$ cat src/ppit_map.svh
// Purpose: register offsets, field positions and reset values of the port control block
// Assumes: word-aligned registers on a 32-bit classic Wishbone slave
// Notes: offsets are byte addresses
`ifndef PPIT_MAP_SVH
`define PPIT_MAP_SVH
`define PPIT_OFS_IDLE 8'h00
`define PPIT_OFS_THR 8'h04
`define PPIT_OFS_RAW 8'h08
`define PPIT_OFS_ENST 8'h0c
`define PPIT_OFS_IESET 8'h10
`define PPIT_OFS_IECLR 8'h14
`define PPIT_OFS_CTRL 8'h18
`define PPIT_IDLE_RST 32'h00000000
`define PPIT_THR_RST 32'h00000000
`define PPIT_EVT_RST 13'h0000
`define PPIT_CTRL_RST 4'h0
`define PPIT_EVT_MASK 13'h1f1f
`define PPIT_THR_MASK 32'h03030303
`define PPIT_IDLE_B_LSB 16
`define PPIT_IDLE_A_LSB 0
`define PPIT_TXB_LSB 24
`define PPIT_TXA_LSB 16
`define PPIT_RDQ_LSB 8
`define PPIT_RDI_LSB 0
`define PPIT_CTRL_MODE_A 0
`define PPIT_CTRL_MODE_B 1
`define PPIT_CTRL_HIZ_A 2
`define PPIT_CTRL_HIZ_B 3
`define PPIT_EVT_Q_LSB 8
`define PPIT_EVT_I_LSB 0
`define PPIT_SZ_64 9'h040
`define PPIT_SZ_128 9'h080
`define PPIT_SZ_256 9'h100
`endif

$ cat src/ppit_pkg.sv
// Purpose: shared types of the port control block
// Assumes: nothing beyond the map header
// Notes: state of the top, apart from the idle synchronisers, is a single packed struct
package ppit_pkg;
  // per-channel event bits, order end-of-line down to setup fault
  typedef enum logic [2:0] {
    EV_SETUP = 3'h0,
    EV_FLOW = 3'h1,
    EV_BUS = 3'h2,
    EV_WINDOW = 3'h3,
    EV_LINE = 3'h4
  } ppit_evt_t;

  // whole state of the top module except the input synchronisers
  typedef struct packed {
    logic [31:0] idle;
    logic [31:0] thr;
    logic [3:0] ctrl;
    logic [12:0] raw;
    logic [12:0] en;
    logic [12:0] pend;
    logic ack;
    logic [31:0] rdat;
    logic irq;
    logic [15:0] pin_a;
    logic [15:0] pin_b;
    logic oe_a;
    logic oe_b;
    logic go_a;
    logic go_b;
    logic [8:0] burst_q;
    logic [8:0] burst_i;
  } ppit_state_t;
endpackage

$ cat src/ppit_top.sv
// Purpose: idle values, thresholds and event status with interrupt for a two-channel port
// Assumes: one 50 MHz clock, synchronous active-low reset, classic Wishbone slave
// Notes: event inputs are same-clock pulses; level inputs from pins are synchronised
// How it works
// - idle, transmit, drive enabled: chan B idle word
// - idle, transmit, drive enabled: chan A idle word
// - chan B transmit waits for threshold bytes
// - chan A transmit waits for threshold bytes
// - threshold codes 0,1,3 give 64,128,256 bytes
// - second dma reads with its burst size
// - first dma reads with its burst size
// - raw status sets on event regardless enable
// - raw write one fakes event, zero ignored
// - status bits 12-8 second, 4-0 first dma
// - enabled status sets on event while enabled
// - enabled status reads zero while disabled
// - enabled status write one clears pending
// - bus error raises that channel error event
// - underrun or overflow raises flow fault event
// - enable-set write one enables; both read enables
// - enable-clear write one disables that event
//
// Added by the designer: the Wishbone interface to the registers and the register addresses.
`timescale 1ns/1ps
`include "ppit_map.svh"

// register map, byte offsets on the slave bus:
//   0x00 idle words, B in the upper half, A in the lower half
//   0x04 start levels and burst sizes, two bits each
//   0x08 raw status, write one fakes the event
//   0x0c enabled status, write one clears
//   0x10 enable set, 0x14 enable clear, both read the enables
//   0x18 control: tx mode A, tx mode B, high-z A, high-z B
// every access answers one cycle after it is taken; ack then rests
// for one cycle, so back-to-back accesses need one idle cycle
// limitation: raw status has no software clear in this map
module ppit_top (
  input wire logic I_REF_CLK,
  input wire logic I_RST_N,
  // classic wishbone slave
  input wire logic I_WB_CYC,
  input wire logic I_WB_STB,
  input wire logic I_WB_WE,
  input wire logic [7:0] I_WB_ADR,
  input wire logic [3:0] I_WB_SEL,
  input wire logic [31:0] I_WB_DAT,
  output logic [31:0] O_WB_DAT,
  output logic O_WB_ACK,
  // channel idle flags from the pin side, asynchronous
  input wire logic I_IDLE_A,
  input wire logic I_IDLE_B,
  // bytes buffered per interface channel, same clock
  input wire logic [8:0] I_FILL_A,
  input wire logic [8:0] I_FILL_B,
  // event pulses, bit order line,window,bus,flow,setup
  input wire logic [4:0] I_EVT_Q,
  input wire logic [4:0] I_EVT_I,
  // idle drive to the data pins, registered
  output logic [15:0] O_DATA_A,
  output logic O_DATA_A_OE,
  output logic [15:0] O_DATA_B,
  output logic O_DATA_B_OE,
  // transmit start levels per channel
  output logic O_TX_GO_A,
  output logic O_TX_GO_B,
  // read burst sizes per dma channel
  output logic [8:0] O_BURST_Q,
  output logic [8:0] O_BURST_I,
  // level interrupt to the cpu
  output logic O_IRQ
);

  ////////////////////////////////////////////////////////////////////////////
  // helpers
  // the size decode is shared by both start levels and both bursts,
  // so one function keeps the four decoders identical
  // lane masking is shared by every writable register but control, which tests lane 0 itself

  // threshold code to byte count; reserved code falls back to 64
  // code 2 is reserved; software should never write it
  function automatic logic [8:0] sz_dec(input logic [1:0] code);
    case (code)
      2'h0: sz_dec = `PPIT_SZ_64;
      2'h1: sz_dec = `PPIT_SZ_128;
      2'h3: sz_dec = `PPIT_SZ_256;
      default: sz_dec = `PPIT_SZ_64; // reserved code, safest short value
    endcase
  endfunction

  // byte lanes to a bit mask
  // a zero lane leaves that byte of the target untouched
  function automatic logic [31:0] lane_mask(input logic [3:0] sel);
    lane_mask = {{8{sel[3]}}, {8{sel[2]}}, {8{sel[1]}}, {8{sel[0]}}};
  endfunction

  ////////////////////////////////////////////////////////////////////////////
  // input synchronisers: two flops, second only is read
  logic [1:0] idle_s1_ff;
  logic [1:0] idle_s2_ff;

  // pin idle flags cross into the clock domain
  // resets to not idle so no idle word leaks out at start
  // first stage may go metastable; nothing else reads it
  always_ff @(posedge I_REF_CLK) begin
    if (!I_RST_N) begin
      idle_s1_ff <= 2'h0;
      idle_s2_ff <= 2'h0;
    end else begin
      idle_s1_ff <= {I_IDLE_B, I_IDLE_A};
      idle_s2_ff <= idle_s1_ff;
    end
  end

  ////////////////////////////////////////////////////////////////////////////
  // state
  // all registers but the idle synchronisers live in one packed struct; the comb block builds the
  // next copy and one always_ff latches it, so every output is a flop
  // trade-off: the read mux is registered too, costing a cycle of
  // latency but keeping the bus outputs glitch free
  // event pulses must last exactly one clock; longer pulses set twice
  ppit_pkg::ppit_state_t st_ff;
  ppit_pkg::ppit_state_t nxt_st;
  logic [12:0] evt_hw; // hardware events in status layout
  // decoded bus strobes
  logic acc; // bus access this cycle, first cycle only
  logic wr;
  logic [31:0] wm; // write data gated by lanes
  // channel modes from the control register
  logic mode_tx_a;
  logic mode_tx_b;

  // events map onto status bits 12-8 and 4-0
  assign evt_hw = {I_EVT_Q, 3'h0, I_EVT_I};
  // ack drops for a cycle after each answer
  assign acc = I_WB_CYC && I_WB_STB && !st_ff.ack;
  assign wr = acc && I_WB_WE;
  assign wm = I_WB_DAT & lane_mask(I_WB_SEL);
  assign mode_tx_a = st_ff.ctrl[`PPIT_CTRL_MODE_A];
  assign mode_tx_b = st_ff.ctrl[`PPIT_CTRL_MODE_B];

  // next state: registers, status, pins, interrupt
  always_comb begin
    logic [12:0] ev;
    logic [12:0] nxt_en;
    // locals take a value first so no latch is inferred
    ev = 13'h0000;
    nxt_en = st_ff.en;
    nxt_st = st_ff;
    nxt_st.ack = acc;
    // register writes
    if (wr) begin
      case (I_WB_ADR)
        // idle words, byte lanes honoured
        `PPIT_OFS_IDLE: nxt_st.idle = (st_ff.idle & ~lane_mask(I_WB_SEL)) | wm;
        // reserved threshold bits are forced to zero
        `PPIT_OFS_THR: begin
          nxt_st.thr = ((st_ff.thr & ~lane_mask(I_WB_SEL)) | wm) & `PPIT_THR_MASK;
        end
        // control lives in lane 0 only
        `PPIT_OFS_CTRL: begin
          if (I_WB_SEL[0]) begin
            nxt_st.ctrl = I_WB_DAT[3:0];
          end
        end
        // a raw write of one acts as a fake event
        `PPIT_OFS_RAW: ev = wm[12:0] & `PPIT_EVT_MASK;
        // enable set, reserved bits stay clear
        `PPIT_OFS_IESET: nxt_en = st_ff.en | (wm[12:0] & `PPIT_EVT_MASK);
        // enable clear, zeros leave enables alone
        `PPIT_OFS_IECLR: nxt_en = st_ff.en & ~wm[12:0];
        default: ;
      endcase
    end

    // hardware and simulated events join here
    ev = ev | (evt_hw & `PPIT_EVT_MASK);
    // raw is sticky and never cleared by software in this map
    nxt_st.raw = st_ff.raw | ev;
    nxt_st.en = nxt_en;

    // pending: write one clears, new event wins over the clear
    // disabling an event drops its pending bit for good
    // pending only sets if enable stood before the event
    nxt_st.pend = st_ff.pend;
    if (wr && I_WB_ADR == `PPIT_OFS_ENST) begin
      nxt_st.pend = st_ff.pend & ~wm[12:0];
    end
    nxt_st.pend = (nxt_st.pend | (ev & st_ff.en)) & nxt_en;

    // interrupt follows pending
    nxt_st.irq = |nxt_st.pend;

    // read mux
    // read data stands only in the ack cycle, zero otherwise
    // both enable addresses read the shared enable word
    nxt_st.rdat = 32'h00000000;
    if (acc && !I_WB_WE) begin
      case (I_WB_ADR)
        `PPIT_OFS_IDLE: nxt_st.rdat = st_ff.idle;
        `PPIT_OFS_THR: nxt_st.rdat = st_ff.thr;
        `PPIT_OFS_CTRL: nxt_st.rdat = {28'h0000000, st_ff.ctrl};
        `PPIT_OFS_RAW: nxt_st.rdat = {19'h00000, st_ff.raw};
        `PPIT_OFS_ENST: nxt_st.rdat = {19'h00000, st_ff.pend & st_ff.en};
        `PPIT_OFS_IESET: nxt_st.rdat = {19'h00000, st_ff.en};
        `PPIT_OFS_IECLR: nxt_st.rdat = {19'h00000, st_ff.en};
        default: nxt_st.rdat = 32'h00000000; // unmapped reads zero, still acked
      endcase
    end

    // idle drive: transmit, idle and not tri-stated
    nxt_st.pin_a = st_ff.idle[`PPIT_IDLE_A_LSB +: 16];
    nxt_st.pin_b = st_ff.idle[`PPIT_IDLE_B_LSB +: 16];
    nxt_st.oe_a = mode_tx_a && idle_s2_ff[0] && !st_ff.ctrl[`PPIT_CTRL_HIZ_A];
    nxt_st.oe_b = mode_tx_b && idle_s2_ff[1] && !st_ff.ctrl[`PPIT_CTRL_HIZ_B];

    // transmit start once threshold is buffered; no effect in receive
    // fill count is on this clock, so no synchroniser is needed
    nxt_st.go_a = mode_tx_a && (I_FILL_A >= sz_dec(st_ff.thr[`PPIT_TXA_LSB +: 2]));
    nxt_st.go_b = mode_tx_b && (I_FILL_B >= sz_dec(st_ff.thr[`PPIT_TXB_LSB +: 2]));

    // read burst sizes for the dma channels
    nxt_st.burst_q = sz_dec(st_ff.thr[`PPIT_RDQ_LSB +: 2]);
    nxt_st.burst_i = sz_dec(st_ff.thr[`PPIT_RDI_LSB +: 2]);
  end

  // single state register
  // reset clears every field; bursts show 64 one cycle after release
  always_ff @(posedge I_REF_CLK) begin
    if (!I_RST_N) begin
      st_ff <= '0;
    end else begin
      st_ff <= nxt_st;
    end
  end

  ////////////////////////////////////////////////////////////////////////////
  // outputs straight from flops
  // no logic between the state flops and the pins, so output timing
  // is the same for every port
  assign O_WB_DAT = st_ff.rdat;
  assign O_WB_ACK = st_ff.ack;
  assign O_DATA_A = st_ff.pin_a;
  assign O_DATA_A_OE = st_ff.oe_a;
  assign O_DATA_B = st_ff.pin_b;
  assign O_DATA_B_OE = st_ff.oe_b;
  assign O_TX_GO_A = st_ff.go_a;
  assign O_TX_GO_B = st_ff.go_b;
  assign O_BURST_Q = st_ff.burst_q;
  assign O_BURST_I = st_ff.burst_i;
  assign O_IRQ = st_ff.irq;

  ////////////////////////////////////////////////////////////////////////////
  // checks
  // most properties watch the registered state or outputs one edge on, a few the state as it stands;
  // events are pulses of one clock, so a |=> sees their effect exactly once
  // these are local sanity nets only; the bench carries the full scenarios
  // limitation: only a sample of bits is watched per property

  // event status
  raw_sets_a: assert property (@(posedge I_REF_CLK) disable iff (!I_RST_N)
    (I_EVT_I[0]) |=> st_ff.raw[0]) else $error("raw bit missed event");

  raw_fake_a: assert property (@(posedge I_REF_CLK) disable iff (!I_RST_N)
    (wr && I_WB_ADR == `PPIT_OFS_RAW && I_WB_SEL[1] && I_WB_DAT[12])
    |=> st_ff.raw[12]) else $error("raw write one did not set");

  bus_fault_a: assert property (@(posedge I_REF_CLK) disable iff (!I_RST_N)
    I_EVT_Q[2] |=> st_ff.raw[10]) else $error("bus fault not raised");

  flow_fault_a: assert property (@(posedge I_REF_CLK) disable iff (!I_RST_N)
    I_EVT_I[1] |=> st_ff.raw[1]) else $error("flow fault not raised");

  raw_keep_a: assert property (@(posedge I_REF_CLK) disable iff (!I_RST_N)
    st_ff.raw[3] |=> st_ff.raw[3]) else $error("raw bit lost");

  resv_zero_a: assert property (@(posedge I_REF_CLK) disable iff (!I_RST_N)
    (st_ff.raw[7:5] == 3'h0) && (st_ff.pend[7:5] == 3'h0)) else $error("reserved set");

  pend_sets_a: assert property (@(posedge I_REF_CLK) disable iff (!I_RST_N)
    (I_EVT_Q[1] && st_ff.en[9] && !wr) |=> st_ff.pend[9]) else $error("pending missed");

  pend_off_a: assert property (@(posedge I_REF_CLK) disable iff (!I_RST_N)
    !st_ff.en[4] |-> !st_ff.pend[4]) else $error("pending while disabled");

  pend_clr_a: assert property (@(posedge I_REF_CLK) disable iff (!I_RST_N)
    (wr && I_WB_ADR == `PPIT_OFS_ENST && I_WB_SEL[0] && I_WB_DAT[0] && !I_EVT_I[0])
    |=> !st_ff.pend[0]) else $error("pending not cleared");

  pend_keep_a: assert property (@(posedge I_REF_CLK) disable iff (!I_RST_N)
    (wr && I_WB_ADR == `PPIT_OFS_ENST && !I_WB_DAT[4] && st_ff.pend[4])
    |=> st_ff.pend[4]) else $error("write zero cleared pending");

  // enables, interrupt and ack
  en_set_a: assert property (@(posedge I_REF_CLK) disable iff (!I_RST_N)
    (wr && I_WB_ADR == `PPIT_OFS_IESET && I_WB_SEL[0] && I_WB_DAT[2])
    |=> st_ff.en[2]) else $error("enable set failed");

  en_keep_a: assert property (@(posedge I_REF_CLK) disable iff (!I_RST_N)
    (wr && I_WB_ADR == `PPIT_OFS_IESET && st_ff.en[11])
    |=> st_ff.en[11]) else $error("enable lost on set write");

  en_clr_a: assert property (@(posedge I_REF_CLK) disable iff (!I_RST_N)
    (wr && I_WB_ADR == `PPIT_OFS_IECLR && I_WB_SEL[1] && I_WB_DAT[10])
    |=> !st_ff.en[10]) else $error("enable clear failed");

  irq_tie_a: assert property (@(posedge I_REF_CLK) disable iff (!I_RST_N)
    O_IRQ == |(st_ff.pend & st_ff.en)) else $error("irq mismatch");

  ack_pulse_a: assert property (@(posedge I_REF_CLK) disable iff (!I_RST_N)
    O_WB_ACK |=> !O_WB_ACK) else $error("ack held two cycles");

  // pins and thresholds
  idle_b_a: assert property (@(posedge I_REF_CLK) disable iff (!I_RST_N)
    (O_DATA_B_OE |-> $past(st_ff.ctrl[`PPIT_CTRL_MODE_B]))) else $error("b drives in rx");

  idle_b_val_a: assert property (@(posedge I_REF_CLK) disable iff (!I_RST_N)
    O_DATA_B == $past(st_ff.idle[`PPIT_IDLE_B_LSB +: 16])) else $error("b idle word wrong");

  idle_a_hiz_a: assert property (@(posedge I_REF_CLK) disable iff (!I_RST_N)
    st_ff.ctrl[`PPIT_CTRL_HIZ_A] |=> !O_DATA_A_OE) else $error("a drives in high-z");

  go_a_a: assert property (@(posedge I_REF_CLK) disable iff (!I_RST_N)
    (mode_tx_a && st_ff.thr[17:16] == 2'h3 && I_FILL_A < 9'h100) |=> !O_TX_GO_A)
    else $error("a started early");

  go_a_rx_a: assert property (@(posedge I_REF_CLK) disable iff (!I_RST_N)
    !mode_tx_a |=> !O_TX_GO_A) else $error("a started in rx");

  go_b_rx_a: assert property (@(posedge I_REF_CLK) disable iff (!I_RST_N)
    !mode_tx_b |=> !O_TX_GO_B) else $error("b started in rx");

  thr_resv_a: assert property (@(posedge I_REF_CLK) disable iff (!I_RST_N)
    (st_ff.thr & ~`PPIT_THR_MASK) == 32'h00000000) else $error("threshold reserved set");

  resv_code_a: assert property (@(posedge I_REF_CLK) disable iff (!I_RST_N)
    (st_ff.thr[9:8] == 2'h2) |=> (O_BURST_Q == 9'h040)) else $error("reserved code size");

  burst_q_a: assert property (@(posedge I_REF_CLK) disable iff (!I_RST_N)
    (st_ff.thr[9:8] == 2'h1) |=> (O_BURST_Q == 9'h080)) else $error("burst q wrong");

  burst_i_a: assert property (@(posedge I_REF_CLK) disable iff (!I_RST_N)
    (st_ff.thr[1:0] == 2'h3) |=> (O_BURST_I == 9'h100)) else $error("burst i wrong");
endmodule

$ cat config.mk
export PLATFORM = sky130hd
export DESIGN_NAME = ppit_top
export DESIGN_NICKNAME = d
export VERILOG_FILES = /design/src/ppit_pkg.sv /design/src/ppit_top.sv
export VERILOG_INCLUDE_DIRS = /design/src
export SDC_FILE = /design/constraint.sdc
export NUM_CORES = 1
export LEC_CHECK = 0
export BUFFER_PORTS_ARGS = -buffer_cell sky130_fd_sc_hd__buf_2
export CAP_MARGIN = 20
export CORE_AREA = 2 2 134 169
export CTS_CLUSTER_DIAMETER = 50
export DETAILED_ROUTE_END_ITERATION = 6
export DIE_AREA = 0 0 136 171
export PLACE_DENSITY = 0.55
export SYNTH_ARGS = -nofsm -noshare
export SYNTH_HDL_FRONTEND = slang
export SYNTH_SLANG_ARGS = --single-unit
$ cat constraint.sdc
create_clock -name I_REF_CLK -period 3.8 [get_ports I_REF_CLK]
set_input_delay 0.38 -clock I_REF_CLK [delete_from_list [all_inputs] [get_ports I_REF_CLK]]
set_output_delay 0.38 -clock I_REF_CLK [all_outputs]
set_load 0.05 [all_outputs]
==> flow_summary_export.csv <==
group,metric,value,unit
run_status,status,"complete, no violations",
synthesis,netlist_top_cells_area,"dfxtp_1 (49%), buf_4 (9.3%), and2_1 (6.5%), nand2_1 (3.8%), nor2_1 (3.5%)",
synthesis,synth_seq_cells,160,
route,ant_nets,0,
synthesis,async_flop_share,0,%
cts,insertion_delay,0.43,ns
die,pin_count,167,
placed_design,gp_congestion,0.810,
die,rows,61,
setup_path,end_kind,"flop",
min_path,min_path_type,"in -> reg",
die,dieHeight,171,um
route,routed_wl,17300,um
setup_path,crit_chain,"and4b_1 > and4_1 > a21oi_1 > or3_1 > nor4_1 > a31oi_1",
cts,htreeDepth,4,
sta,slew_viol_final,0,
cts,cts_tree,"done",
setup_path,path_class,"reg -> reg",
synthesis,seq_area_frac_synth,48.5,%
synthesis,yosysWarningCount,0,
sta,fmax,376,MHz
setup_path,cp.arrival,2.96,ns
finish,syn2layout_area_growth,16.9,%
synthesis,synth_common_cells,"dfxtp_1 (160), buf_4 (82), and2_1 (69)",
setup_path,rr_worst_depth,6,
route,via_per_inst,4.65,
sta,period_needed,2.66,ns
die,coreArea,0.0218,mm^2
global_routing,grt_pass1_wl,26600,um
route,drtIter0Drc,392,
setup_path,worstSetupStartpoint,"O_WB_ACK$_SDFF_PN0_",
min_path,hold_depth,2,
power,ir_worst_vdd,0.000313,V
sta,hold_viol,0,
cts,postCtsResizedCells,0,
setup_path,cp_max_fo,23,
setup_path,critPathSlowestCell,"and4b_1",
synthesis,yosysUniqueCellTypes,55,
cts,ctsRootBufferMaster,"clkbuf_16",
die,start_util,30.3,%
sta,tightest_slew,0.891,ns
cts,cts_buffers,17,
setup_path,ff2ff_setup_slack,1.14,ns
sta,finalClockSkew,0.00873,ns
finish,fin_util,35.4,%
finish,drive_gt1_share,25.8,%
global_routing,grt_max_degree,59,
cts,cts.clk_slew.worst_paths,0.06,ns
setup_path,start_kind,"flop",
route,via_count,5064,
sta,setup_viol,0,
global_routing,grt_pass1_vias,4788,
power,power.density,476,mW/mm^2
setup_path,r2r_start,"O_WB_ACK$_SDFF_PN0_",
synthesis,synth-main-ff-cell,"dfxtp_1",
flow_run,cap_viol_max_count,0,
synthesis,syn_inst,718,
placed_design,io_buffer_count,154,
placed_design,dp_slack,1.03,ns
sta,tns,0,ns
global_routing,grt-ovfl-total,0,
route,first_pass_iters,5,
synthesis,avgSynthCellArea,9.20,um^2
cts,clockBufferDepth,2,
synthesis,yosysTopAreaCellShare,48.5,%
die,die_w,136,um
setup_path,cpPeakStageDelay,0.80,ns
route,drc,0,
finish,antennaDiodeCount,0,
placed_design,dp.final_hpwl,12500,um
sta,fin_crit_sh,70.1,%
cts,cts_hold_repair.buffers,0,
finish,final_nets,877,
die,die_area,0.0233,mm^2
power,p_leak,0.00347,uW
setup_path,worstPathRequired,4.10,ns
sta,relSlewSlack,40.4,%
sta,rsz0062_at_grt,"no",
global_routing,grt_use_total,15.1,%
setup_path,worstSetupEndpoint,"O_IRQ$_SDFF_PN0_",
synthesis,syn_area,0.00660,mm^2
synthesis,synth.most_common_cell,"dfxtp_1",
synthesis,yosysTopAreaCell,"dfxtp_1",
sta,finalWorstSetupSlack,1.14,ns
route,wl_per_cell,15.9,um
cts,postCtsSetupBuffers,0,
synthesis,synth_edf_count,0,
global_routing,antenna_found_initial,0,
setup_path,timing.rr.end,"O_IRQ$_SDFF_PN0_",
cts,clock-sinks,160,
where the power goes:
| part | total, uW | internal [uW] | switching [uW] |
|---|---|---|---|
| Combinational | 173 | 55.5 | 118 |
| Sequential | 1690 | 1690 | 4.68 |
| Clock | 1810 | 1110 | 700 |
final cells by class:
cell class	count	area, um^2
clock buffer	21	480
clock inverter	11	154
fill	2277	14100
inverter	11	41.3
multi-input combinational	438	2640
sequential	160	3200
tap	283	354
timing repair buffer	164	846
through the flow:
stage | cell area [um^2] | std cells | hold slack, ns | total power, uW
floorplan | 6650 | 729 | 0.412 | 1830
global placement | 7090 | 1056 | 0.416 | 1900
detailed placement | 7090 | 1056 | 0.421 | 1900
CTS | 7720 | 1088 | 0.142 | 3720
global route | 7720 | 1088 | 0.155 | 3810
finish | 7720 | 1088 | 0.157 | 3680
layout by cell type, fill, tap and decap left out, types with 2 or more instances in the layout:
master	netlist	layout
dfxtp_1	160	160
buf_2	3	154
and2_1	69	69
nand2_1	66	66
nor2_1	61	61
a21oi_1	39	39
mux2i_1	22	22
nand3_1	19	19
a22oi_1	18	18
clkbuf_16	0	17
and3_1	16	16
nor2b_1	12	12
conb_1	1	12
buf_4	82	10
inv_1	10	9
a21o_1	9	9
a222oi_1	9	9
o21ai_0	9	9
o31ai_1	8	8
nand4_1	8	8
a41o_1	7	7
o41ai_1	6	6
ha_1	6	6
clkbuf_8	0	4
clkinv_4	0	4
or4b_2	3	3
or4b_1	3	3
nor4_1	4	3
a31oi_1	3	3
bufinv_16	0	3
nand2b_1	2	2
nand4b_1	2	2
a22o_1	2	2
nor3b_1	2	2
clkinv_2	0	2
worst min path at each step:
| stage | start | endpoint |
|---|---|---|
| 6_report | I_IDLE_A | idle_s1_ff[0]$_SDFF_PN0_ |
| 2_1_floorplan | idle_s1_ff[0]$_SDFF_PN0_ | idle_s2_ff[0]$_SDFF_PN0_ |
| 3_5_place_dp | idle_s1_ff[1]$_SDFF_PN0_ | idle_s2_ff[1]$_SDFF_PN0_ |
| 3_3_place_gp | idle_s1_ff[1]$_SDFF_PN0_ | idle_s2_ff[1]$_SDFF_PN0_ |
| 4_1_cts | I_IDLE_A | idle_s1_ff[0]$_SDFF_PN0_ |
| 5_1_grt | I_IDLE_A | idle_s1_ff[0]$_SDFF_PN0_ |
worst max-delay path, delay by kind of cell (launching register included):
kind,cells,cell delay (ns)
DFF,1,0.32
and+or+nand+nor,4,2.01
AOI/OAI and AO/OA,2,0.21
logic make-up (layout without fill, tap and decap cells):
logic type	Yosys count	after routing	synth area share, %
AO/OA/AOI/OAI	117	117	12.3
other	1	12	0.0568
flip-flops	160	160	48.5
AND/OR/NAND/NOR	280	280	22.2
buffers and inverters	131	207	12.3
adder cells (fa/ha/maj)	6	6	1.14
XOR/XNOR	1	1	0.133
multiplexers	22	22	3.33
per-layer routing:
layer,vias up,global-route usage [%],part of all wire (%)
li1,2524,-,-
met1,2337,19.1,44
met2,182,25.4,49
met3,21,3.53,6.5
met4,0,4.71,1.4
met5,-,0,0
(Power assumes the default switching activity.)
